$ cat src/cau_pkg.sv
`default_nettype none
package cau_pkg;
    // Local register map, byte addresses on the local register port
    localparam logic [9:0]  OFS_IND_ADDR    = 10'h000;
    localparam logic [9:0]  OFS_IND_CBE     = 10'h004;
    localparam logic [9:0]  OFS_IND_WDATA   = 10'h008;
    localparam logic [9:0]  OFS_IND_RDATA   = 10'h00C;
    localparam logic [9:0]  OFS_CTRL        = 10'h010;
    // Configuration header window: addresses 0x100..0x1FC
    localparam logic [1:0]  CFG_WINDOW      = 2'h1;

    // Control/status register fields
    localparam int          CSR_HOST_BIT    = 0;
    localparam int          CSR_ARB_BIT     = 1;
    localparam int          CSR_IC_BIT      = 15;
    localparam int          CSR_BUSY_RD_BIT = 16;
    localparam int          CSR_BUSY_WR_BIT = 17;

    // Indirect command register fields
    localparam int          CBE_CMD_LSB     = 0;
    localparam int          CBE_BE_LSB      = 4;
    localparam logic [3:0]  CMD_CFG_READ    = 4'hA;
    localparam logic [3:0]  CMD_CFG_WRITE   = 4'hB;

    // Configuration header register indices
    localparam logic [5:0]  CFG_IDX_ID      = 6'h00;
    localparam logic [5:0]  CFG_IDX_CMD     = 6'h01;
    localparam logic [5:0]  CFG_IDX_BAR0    = 6'h04;
    localparam logic [5:0]  CFG_IDX_SUBSYS  = 6'h0B;
    localparam logic [5:0]  CFG_IDX_INTLINE = 6'h0F;
    localparam logic [1:0]  TYPE0_BITS      = 2'h0;
    localparam logic [2:0]  FUNC_ZERO       = 3'h0;
    localparam logic [15:0] STATUS_RESET    = 16'h0000;

    // Bus edges without a device select before a master abort
    localparam logic [2:0]  ABORT_EDGES     = 3'h5;
    localparam logic [31:0] ABORT_DATA      = 32'hFFFFFFFF;

    typedef enum logic [7:0] {
        ST_IDLE   = 8'h01,
        ST_T_WAIT = 8'h02,
        ST_T_DATA = 8'h04,
        ST_T_STOP = 8'h08,
        ST_T_TURN = 8'h10,
        ST_M_ADDR = 8'h20,
        ST_M_DATA = 8'h40,
        ST_M_TURN = 8'h80
    } cau_fsm_t;

    typedef struct packed {
        logic        clk;
        logic        frame_n;
        logic        irdy_n;
        logic        trdy_n;
        logic        devsel_n;
        logic        stop_n;
        logic        idsel;
        logic [31:0] ad;
        logic [3:0]  cbe_n;
    } cau_pin_in_t;

    typedef struct packed {
        logic [31:0] ad;
        logic        ad_oe;
        logic [3:0]  cbe_n;
        logic        cbe_oe;
        logic        frame_n;
        logic        frame_oe;
        logic        irdy_n;
        logic        irdy_oe;
        logic        trdy_n;
        logic        trdy_oe;
        logic        devsel_n;
        logic        devsel_oe;
        logic        stop_n;
        logic        stop_oe;
    } cau_pin_out_t;

    localparam cau_pin_out_t PIN_OUT_IDLE = '{
        ad: 32'h00000000, ad_oe: 1'b0, cbe_n: 4'hF, cbe_oe: 1'b0,
        frame_n: 1'b1, frame_oe: 1'b0, irdy_n: 1'b1, irdy_oe: 1'b0,
        trdy_n: 1'b1, trdy_oe: 1'b0, devsel_n: 1'b1, devsel_oe: 1'b0,
        stop_n: 1'b1, stop_oe: 1'b0};

    typedef struct packed {
        logic        req;
        logic        we;
        logic [9:0]  addr;
        logic [31:0] wdata;
    } cau_lreq_t;

    typedef struct packed {
        cau_pin_in_t  s1;
        cau_pin_in_t  s2;
        logic         clk_q;
        cau_fsm_t     st;
        logic [31:0]  np_addr;
        logic [31:0]  np_cbe;
        logic [31:0]  np_wdata;
        logic [31:0]  np_rdata;
        logic         is_write;
        logic         busy_rd;
        logic         busy_wr;
        logic         m_ok;
        logic [2:0]   abort_cnt;
        logic         ic;
        logic         arb_en;
        logic         host_mode;
        logic [15:0]  cfg_cmd;
        logic [31:0]  bar0;
        logic [31:0]  ssid;
        logic [7:0]   int_line;
        logic [5:0]   t_idx;
        logic         t_write;
        cau_pin_out_t po;
        logic [31:0]  l_rdata;
        logic         l_ack;
    } cau_state_t;
endpackage : cau_pkg
`default_nettype wire

$ cat src/cau_config_access_unit.sv
`timescale 1ns/100ps
`default_nettype none
module cau_config_access_unit #(
    parameter logic [15:0] VENDOR_ID = 16'h1AB0, // Arbitrary value
    parameter logic [15:0] DEVICE_ID = 16'h0C01, // Arbitrary value
    parameter logic [31:0] BAR0_MASK = 32'hFF000000
) (
    input  wire logic                  MCLK,
    input  wire logic                  RESET_N,
    input  wire cau_pkg::cau_pin_in_t  PCI_IN,
    output var  cau_pkg::cau_pin_out_t PCI_OUT,
    input  wire cau_pkg::cau_lreq_t    LREQ,
    output logic [31:0]                LRDATA,
    output logic                       LACK,
    output logic                       LRETRY,
    output logic                       HOST_MODE,
    output logic                       ARB_EN,
    output logic                       INIT_COMPLETE
);
    import cau_pkg::*;

    cau_state_t s;
    cau_state_t next_s;
    logic       pe;
    logic       lreq_take;
    logic       cfg_claim;
    logic       cfg_hit_local;
    logic [31:0] t_merged;

    // Pins read as an idle bus until the synchroniser fills, so leaving
    // reset cannot fake a bus clock edge or a frame
    localparam cau_pin_in_t PIN_IN_IDLE = '{
        clk: 1'b1, frame_n: 1'b1, irdy_n: 1'b1, trdy_n: 1'b1,
        devsel_n: 1'b1, stop_n: 1'b1, idsel: 1'b0, ad: 32'h00000000,
        cbe_n: 4'hF};

    function automatic logic [31:0] be_merge(
        input logic [31:0] old_word,
        input logic [31:0] new_word,
        input logic [3:0]  be_n
    );
        logic [31:0] res;
        res = old_word;
        for (int i = 0; i < 4; i++)
        begin
            if (!be_n[i])
                res[i*8 +: 8] = new_word[i*8 +: 8];
        end
        return res;
    endfunction : be_merge

    function automatic logic [31:0] cfg_read(
        input logic [5:0] idx,
        input cau_state_t st
    );
        case (idx)
            CFG_IDX_ID:      return {DEVICE_ID, VENDOR_ID};
            CFG_IDX_CMD:     return {STATUS_RESET, st.cfg_cmd};
            CFG_IDX_BAR0:    return st.bar0;
            CFG_IDX_SUBSYS:  return st.ssid;
            CFG_IDX_INTLINE: return {24'h000000, st.int_line};
            default:         return 32'h00000000;
        endcase
    endfunction : cfg_read

    // Rising edge of the synchronised bus clock; bus logic steps on it
    assign pe = s.s2.clk & ~s.clk_q;

    // Indirect registers must stay put while a cycle uses them
    assign LRETRY = LREQ.req
                  & (LREQ.we ? (s.busy_rd | s.busy_wr) : s.busy_rd);
    assign lreq_take = LREQ.req & ~LRETRY;
    assign cfg_hit_local = (LREQ.addr[9:8] == CFG_WINDOW);

    // Bus writes merge by byte enables into the addressed register
    assign t_merged = be_merge(cfg_read(s.t_idx, s), s.s2.ad, s.s2.cbe_n);

    assign cfg_claim = s.s2.idsel
                     && (s.s2.cbe_n[3:1] == CMD_CFG_READ[3:1])
                     && (s.s2.ad[1:0] == TYPE0_BITS)
                     && (s.s2.ad[10:8] == FUNC_ZERO)
                     && s.ic;

    always_comb
    begin
        next_s = s;
        next_s.s1 = PCI_IN;
        next_s.s2 = s.s1;
        next_s.clk_q = s.s2.clk;
        next_s.l_ack = 1'b0;

        if (lreq_take)
        begin
            next_s.l_ack = 1'b1;
            if (LREQ.we)
            begin
                case (LREQ.addr)
                    OFS_IND_ADDR:  next_s.np_addr = LREQ.wdata;
                    OFS_IND_CBE:
                    begin
                        next_s.np_cbe = LREQ.wdata;
                        // Even command codes are reads, the write itself
                        // starts them
                        if (!LREQ.wdata[CBE_CMD_LSB])
                        begin
                            next_s.busy_rd = 1'b1;
                            next_s.is_write = 1'b0;
                        end
                    end
                    OFS_IND_WDATA:
                    begin
                        next_s.np_wdata = LREQ.wdata;
                        next_s.busy_wr = 1'b1;
                        next_s.is_write = 1'b1;
                    end
                    OFS_CTRL:
                    begin
                        next_s.host_mode = LREQ.wdata[CSR_HOST_BIT];
                        next_s.arb_en = LREQ.wdata[CSR_ARB_BIT];
                        next_s.ic = LREQ.wdata[CSR_IC_BIT];
                    end
                    default:
                    begin
                        // Header belongs to local software until ready
                        if (cfg_hit_local && !s.ic)
                        begin
                            case (LREQ.addr[7:2])
                                CFG_IDX_CMD:
                                    next_s.cfg_cmd = LREQ.wdata[15:0];
                                CFG_IDX_BAR0:
                                    next_s.bar0 = LREQ.wdata & BAR0_MASK;
                                CFG_IDX_SUBSYS:
                                    next_s.ssid = LREQ.wdata;
                                CFG_IDX_INTLINE:
                                    next_s.int_line = LREQ.wdata[7:0];
                                default: ;
                            endcase
                        end
                    end
                endcase
            end
            else
            begin
                case (LREQ.addr)
                    OFS_IND_ADDR:  next_s.l_rdata = s.np_addr;
                    OFS_IND_CBE:   next_s.l_rdata = s.np_cbe;
                    OFS_IND_WDATA: next_s.l_rdata = s.np_wdata;
                    OFS_IND_RDATA: next_s.l_rdata = s.np_rdata;
                    OFS_CTRL:
                    begin
                        next_s.l_rdata = 32'h00000000;
                        next_s.l_rdata[CSR_HOST_BIT] = s.host_mode;
                        next_s.l_rdata[CSR_ARB_BIT] = s.arb_en;
                        next_s.l_rdata[CSR_IC_BIT] = s.ic;
                        next_s.l_rdata[CSR_BUSY_RD_BIT] = s.busy_rd;
                        next_s.l_rdata[CSR_BUSY_WR_BIT] = s.busy_wr;
                    end
                    default:
                        next_s.l_rdata = (cfg_hit_local && !s.ic)
                                       ? cfg_read(LREQ.addr[7:2], s)
                                       : 32'h00000000;
                endcase
            end
        end

        if (pe)
        begin
            case (s.st)
                ST_IDLE:
                begin
                    if (!s.s2.frame_n)
                    begin
                        if (s.s2.idsel && !s.ic)
                        begin
                            next_s.st = ST_T_STOP;
                            next_s.po.devsel_n = 1'b0;
                            next_s.po.devsel_oe = 1'b1;
                            next_s.po.stop_n = 1'b0;
                            next_s.po.stop_oe = 1'b1;
                            next_s.po.trdy_oe = 1'b1;
                        end
                        else if (cfg_claim)
                        begin
                            next_s.st = ST_T_DATA;
                            next_s.t_idx = s.s2.ad[7:2];
                            next_s.t_write = s.s2.cbe_n[0];
                            next_s.po.devsel_n = 1'b0;
                            next_s.po.devsel_oe = 1'b1;
                            next_s.po.trdy_n = 1'b0;
                            next_s.po.trdy_oe = 1'b1;
                            next_s.po.stop_oe = 1'b1;
                            // Whole word regardless of enables
                            next_s.po.ad = cfg_read(s.s2.ad[7:2], s);
                            next_s.po.ad_oe = ~s.s2.cbe_n[0];
                        end
                        else
                            next_s.st = ST_T_WAIT;
                    end
                    else if ((s.busy_rd || s.busy_wr) && s.s2.irdy_n)
                    begin
                        next_s.st = ST_M_ADDR;
                        next_s.po.frame_n = 1'b0;
                        next_s.po.frame_oe = 1'b1;
                        next_s.po.irdy_oe = 1'b1;
                        next_s.po.ad = s.np_addr;
                        next_s.po.ad_oe = 1'b1;
                        next_s.po.cbe_n = s.np_cbe[CBE_CMD_LSB +: 4];
                        next_s.po.cbe_oe = 1'b1;
                    end
                end
                ST_T_WAIT:
                    if (s.s2.frame_n && s.s2.irdy_n)
                        next_s.st = ST_IDLE;
                ST_T_DATA:
                begin
                    if (!s.s2.irdy_n)
                    begin
                        if (s.t_write)
                        begin
                            case (s.t_idx)
                                CFG_IDX_CMD:
                                    next_s.cfg_cmd = t_merged[15:0];
                                CFG_IDX_BAR0:
                                    next_s.bar0 = t_merged & BAR0_MASK;
                                CFG_IDX_INTLINE:
                                    next_s.int_line = t_merged[7:0];
                                default: ;
                            endcase
                        end
                        next_s.po.trdy_n = 1'b1;
                        next_s.po.ad_oe = 1'b0;
                        if (!s.s2.frame_n)
                        begin
                            next_s.st = ST_T_STOP;
                            next_s.po.stop_n = 1'b0;
                        end
                        else
                            next_s.st = ST_T_TURN;
                    end
                end
                ST_T_STOP:
                    if (s.s2.frame_n)
                    begin
                        next_s.st = ST_T_TURN;
                        next_s.po.devsel_n = 1'b1;
                        next_s.po.stop_n = 1'b1;
                    end
                ST_T_TURN:
                begin
                    next_s.st = ST_IDLE;
                    next_s.po = PIN_OUT_IDLE;
                end
                ST_M_ADDR:
                begin
                    next_s.st = ST_M_DATA;
                    next_s.abort_cnt = 3'h0;
                    next_s.po.frame_n = 1'b1;
                    next_s.po.irdy_n = 1'b0;
                    next_s.po.cbe_n = s.np_cbe[CBE_BE_LSB +: 4];
                    next_s.po.ad = s.np_wdata;
                    next_s.po.ad_oe = s.is_write;
                end
                ST_M_DATA:
                begin
                    next_s.abort_cnt = s.abort_cnt + 3'h1;
                    if (!s.s2.trdy_n || !s.s2.stop_n
                        || (s.s2.devsel_n && s.abort_cnt == ABORT_EDGES))
                    begin
                        next_s.st = ST_M_TURN;
                        next_s.po.irdy_n = 1'b1;
                        next_s.po.ad_oe = 1'b0;
                        next_s.po.cbe_oe = 1'b0;
                        // Retry without data repeats the cycle
                        next_s.m_ok = !s.s2.trdy_n || s.s2.stop_n;
                        if (!s.is_write)
                            next_s.np_rdata = !s.s2.trdy_n
                                            ? s.s2.ad : ABORT_DATA;
                    end
                end
                ST_M_TURN:
                begin
                    next_s.st = ST_IDLE;
                    next_s.po = PIN_OUT_IDLE;
                    if (s.m_ok)
                    begin
                        next_s.busy_rd = 1'b0;
                        next_s.busy_wr = 1'b0;
                    end
                end
                default:
                begin
                    next_s.st = ST_IDLE;
                    next_s.po = PIN_OUT_IDLE;
                end
            endcase
        end
    end

    always_ff @(posedge MCLK or negedge RESET_N)
    begin
        if (!RESET_N)
        begin
            s <= '0;
            s.st <= ST_IDLE;
            s.po <= PIN_OUT_IDLE;
            s.s1 <= PIN_IN_IDLE;
            s.s2 <= PIN_IN_IDLE;
            s.clk_q <= 1'b1;
        end
        else
            s <= next_s;
    end

    assign PCI_OUT = s.po;
    assign LRDATA = s.l_rdata;
    assign LACK = s.l_ack;
    assign HOST_MODE = s.host_mode;
    assign ARB_EN = s.arb_en;
    assign INIT_COMPLETE = s.ic;
endmodule : cau_config_access_unit
`default_nettype wire

$ cat config.mk
export PLATFORM = sky130hd
export DESIGN_NAME = cau_config_access_unit
export DESIGN_NICKNAME = d
export VERILOG_FILES = /design/src/cau_pkg.sv /design/src/cau_config_access_unit.sv
export SDC_FILE = /design/constraint.sdc
export NUM_CORES = 1
export LEC_CHECK = 0
export BUFFER_PORTS_ARGS = -buffer_cell sky130_fd_sc_hd__buf_4
export CORE_ASPECT_RATIO = 1.25
export CORE_MARGIN = 3
export CORE_UTILIZATION = 39
export CTS_CLUSTER_SIZE = 10
export DETAILED_ROUTE_END_ITERATION = 10
export GPL_TIMING_DRIVEN = 0
export HOLD_SLACK_MARGIN = 0.08
export PLACE_DENSITY = 0.59
export SKIP_LAST_GASP = 1
export SYNTH_ARGS = -nofsm -noshare
export SYNTH_HDL_FRONTEND = slang
export SYNTH_SLANG_ARGS = --single-unit
$ cat constraint.sdc
create_clock -name MCLK -period 2.85 [get_ports MCLK]
set_input_delay 0.4275 -clock MCLK [delete_from_list [all_inputs] [get_ports MCLK]]
set_output_delay 0.4275 -clock MCLK [all_outputs]
set_load 0.1 [all_outputs]
* After elaboration in Yosys (flattened, before gate mapping)
Index checks and enable logic that the tools add are counted.
Word-level totals: register bits after elaboration 409, bits of input ports 89, output and inout bits 85, word-level logic and storage cells 263
Operators by class: $add $sub $neg 1, eq/ne operators 43, multiplexer cells 89, bitwise logic cells 20, reduce and logical (&&, ||, !) cells 54
Operator list (count):
- $pmux 32 s5 | 3
- $mux 88 | 4
- $mux 48 | 4
- $mux 32 | 5
- $mux 40 | 3
- $mux 8 | 15
- $pmux 32 s3 | 1
- $pmux 32 s2 | 1
- $mux 63 | 1
- $pmux 8 s6 | 1
- $mux 33 | 1
- $mux 16 | 2
- $eq 6x4->1 const B | 5
- $reduce_and 5->1 | 5
- $ne 2x2->1 const B | 12
- $reduce_or 4->1 | 6
- $mux 7 | 3
- $eq 10x4->1 const B | 2
- $reduce_and 4->1 | 5
- $mux 1 | 19
- $eq 6x1->1 const B | 3
- $eq 6x3->1 const B | 3
- $reduce_and 3->1 | 6
- $not 1->1 | 16
- 42 further kinds | 81

* Depth between registers and ports, before layout
depth after elaboration 11, mapped depth 8, depth with buffers taken out 6

* Worst setup path before layout
No wires, ideal clock.
path type register to register, from register s, in the netlist INIT_COMPLETE, to register s, in the netlist PCI_OUT[17], arrival 2561 ps, required time 2768 ps, path slack 207 ps, cell stages (with the launch flop) 6, buffers on the path 0, clock period less this slack 2643 ps, cells stage by stage dfrtp_1 > nor2b_1 > nand4_1 > nor4_1 > a222oi_1 > mux2i_1
Between the ends: word-level cells in the longest chain between the ends 4, elaborated cells on any way between the ends 6, those cells by class eq/ne (2); reduce/logical (4)
RTL lines:
- start: declaration | RTL line cau_config_access_unit.sv:22 | cau_state_t s;
- start signal: assignment | RTL line cau_config_access_unit.sv:311 | s <= next_s;
- $logic_not 1->1 | RTL line cau_config_access_unit.sv:173 | if (s.s2.idsel && !s.ic)
- $logic_and 1x1->1 | RTL line cau_config_access_unit.sv:173
- $ne 3x3->1 (no source line)
- $reduce_and 5->1 (no source line) (*)
Every way passes the cells marked *; elsewhere a longest branch is shown, timed or not. A chain may end at the register's enable or synchronous reset.

==> metrics.txt <==
status=completed; crit path DAT=approximately 3300 ps; Max Used Layer=met4; post-route ant nets=0; Cells after Synth=1609; initial antenna violation count=2; HPWL Detailed=approximately 48 mm; post-synth top area share=between 50% and 60%; CTS tree=yes; layout cells sized above 1=32.0%; Nets=around 2000; power per cell area=696 nW/um2; distinct cell type count after synthesis=74; global-route wire length before repair=95.7 mm; die extent in x=roughly 200 um; metal3 WL=between 3 and 4 mm; Final min period=around 2800 ps; synth top area cells=dfrtp_1 (50%), mux2_2 (11%), dfstp_2 (4.4%), mux2i_1 (4.0%), buf_4 (3.3%); DRT iter0 DRCs=1334; ys async rst share=100%; Hold Fails Final Rpt=0; final cell count without fillers=2556; Max clock buf depth=3; worst slew pin tran=1100 ps; GPL Wtd Cong=between 0.9 and 1; DRT met1 WL=roughly 25 mm; endpoints failing setup=0; Pins Over Slew Limit=0; CP required=3290 ps; Clock Latency Late Sink=580 ps; Core Box Area=47300 um2; Lkg Pwr=approximately 11 nW; final wirelength=approximately 65 mm; Avg Vias per Cell=approximately 5.7; DP Cell Count=2423; maxcap violations=0; count leader, synth=dfrtp_1; worst rel slew slack=26.9%; Sink Count=406; Critical Path Start Type=flip-flop; CTS Root Cell=clkbuf_16; vias in the first global route=14913; CP Capture Type=flip-flop; via count=~15000; leading area contributor after synthesis=dfrtp_1; # DRC=0; CTS H-Tree Depth=2; number of synthesized flops with an enable pin=0; Worst-path clk slew=about 60 ps; die height=around 250 um; Buffers on Ports=171; Starting Density=39.5%; sequential element share of the synthesized area=54.6%; FMAX=between 300 and 400 MHz; Synth Flop Type=dfrtp_1; Hold Crit Class=in2reg; met2 wire len=31.7 mm; Rows=89; syn_area_per_cell=approximately 12 um2; Syn Nets=1700; wire per inst=25.5 um; Final Cycle Share=99.7%; Area Growth Syn to Fin=23.2%; most frequent cells after synthesis=dfrtp_1 (375), mux2_2 (181), nor2_1 (115), buf_4 (82), a22oi_1 (81); TritonCTS buffer count=47; peak supply drop=0.535 mV; I/O Pins=174; Final Skew=15.5 ps; TritonRoute pass-1 iters=6; RSZ-0062 raised after global routing=yes; WS Path Type=reg2reg; CP max FO=8; Post-Syn Area=around 19000 um2; largest net degree at the start of global routing=a little over 100; Seq cells post-synth=406; YS warnings=0; gr ovfl total=0; Util after Layout=between 40% and 50%; gr usage total=25.3%; die area=50600 um2
[critical path: stages, from the launching register on]
cell and delay [ps]:
dfrtp_1 610, nor3b_2 620, and2_1 420, and3_1 630, mux2i_1 300, mux2i_1 100
[metrics by stage]
stage                     setup TNS, ps  power [mW]  instance area, um2  hold slack [ps]  worst slack [ps]
after floorplan                       0        9.10               18700              132               207
after global placement         -1188190        10.3               20800              333             -2710
after detailed placement        -103780        10.4               20900              335             -1150
after CTS                         -2170        16.1               22900             85.1              -137
after global routing              -13.5        16.6               23000              101             -9.65
final                                 0        16.0               23000              106              8.93
[layout make-up]
type                            instances  area (um2)
Antenna cell                            1        2.50
Buffer                                177        1040
Clock buffer                           77        1330
Clock inverter                          3        30.0
Fill cell                            4401       24300
Inverter                               32         124
Multi-Input combinational cell        988        7510
Sequential cell                       406       10200
Tap cell                              637         797
Timing Repair Buffer                  235        1980
[timing repair]
item,CTS,global route
gates resized for setup,29,33
hold buffers,45,0
pin swaps,1,3
hold endpoints to repair,91,0
setup endpoints to repair,164,231
cloned,0,1
setup buffers,3,9
[state kept, by name (all words and copies together), names as in the netlist]
register,count
s,281
PCI_OUT,45
INIT_COMPLETE,1
HOST_MODE,1
next_s,44
LACK,1
LRDATA,32
ARB_EN,1
[worst paths after layout]
kind	startpoint	end	slack, ps	cells after the start
max in group asynchronous	RESET_N	s[147]$_DFF_PN0_	1120	4
max reg2reg	INIT_COMPLETE$_DFFE_PN0P_	s[91]$_DFF_PN0_	9	5
max	INIT_COMPLETE$_DFFE_PN0P_	s[91]$_DFF_PN0_	9	5
min	LREQ[22]	s[118]$_DFFE_PN0P_	110	2
min reg2reg	next_s[338]$_DFF_PN0_	s[338]$_DFF_PN0_	340	0
min in group asynchronous	RESET_N	s[321]$_DFFE_PN0P_	410	2
[logic make-up (layout without fill, tap and decap cells)]
group	count (synthesis)	in the layout	synth area share (%)
AOI/OAI and AO/OA	378	378	14.2
buffers and inverters	215	524	6.13
adders and majority gates	2	2	0.134
DFF	406	406	54.6
other	0	1	0
and+or+nand+nor	344	344	9.39
xor gates and xnor gates	4	4	0.188
muxes	260	260	15.3
[layer usage]
metal,vias up,global-route usage [%]
li1,6383,-
met1,7472,30.5
met2,619,42.5
met3,182,4.08
met4,0,15.8
met5,-,0
[power by group]
part | internal [mW] | leakage [nW] | switching, mW
clock | 3.17 | 0.655 | 2.36
sequential | 6.20 | 5.31 | 0.408
combinational | 1.21 | 4.55 | 2.67
[cells in the final DEF, fill, tap and decap left out, types with 29 or more instances in the layout]
| master | count |
|---|---|
| nor2_1 | 114 |
| and2_1 | 29 |
| a221oi_1 | 32 |
| clkbuf_1 | 77 |
| a21oi_1 | 73 |
| clkbuf_16 | 49 |
| mux2_2 | 181 |
| mux2i_1 | 74 |
| dfstp_2 | 31 |
| inv_1 | 30 |
| buf_4 | 265 |
| dfrtp_1 | 375 |
| a22oi_1 | 81 |
| o21ai_0 | 50 |
| dlygate4sd3_1 | 45 |
| nand2_1 | 63 |
Power figures use the tool's default switching activity.
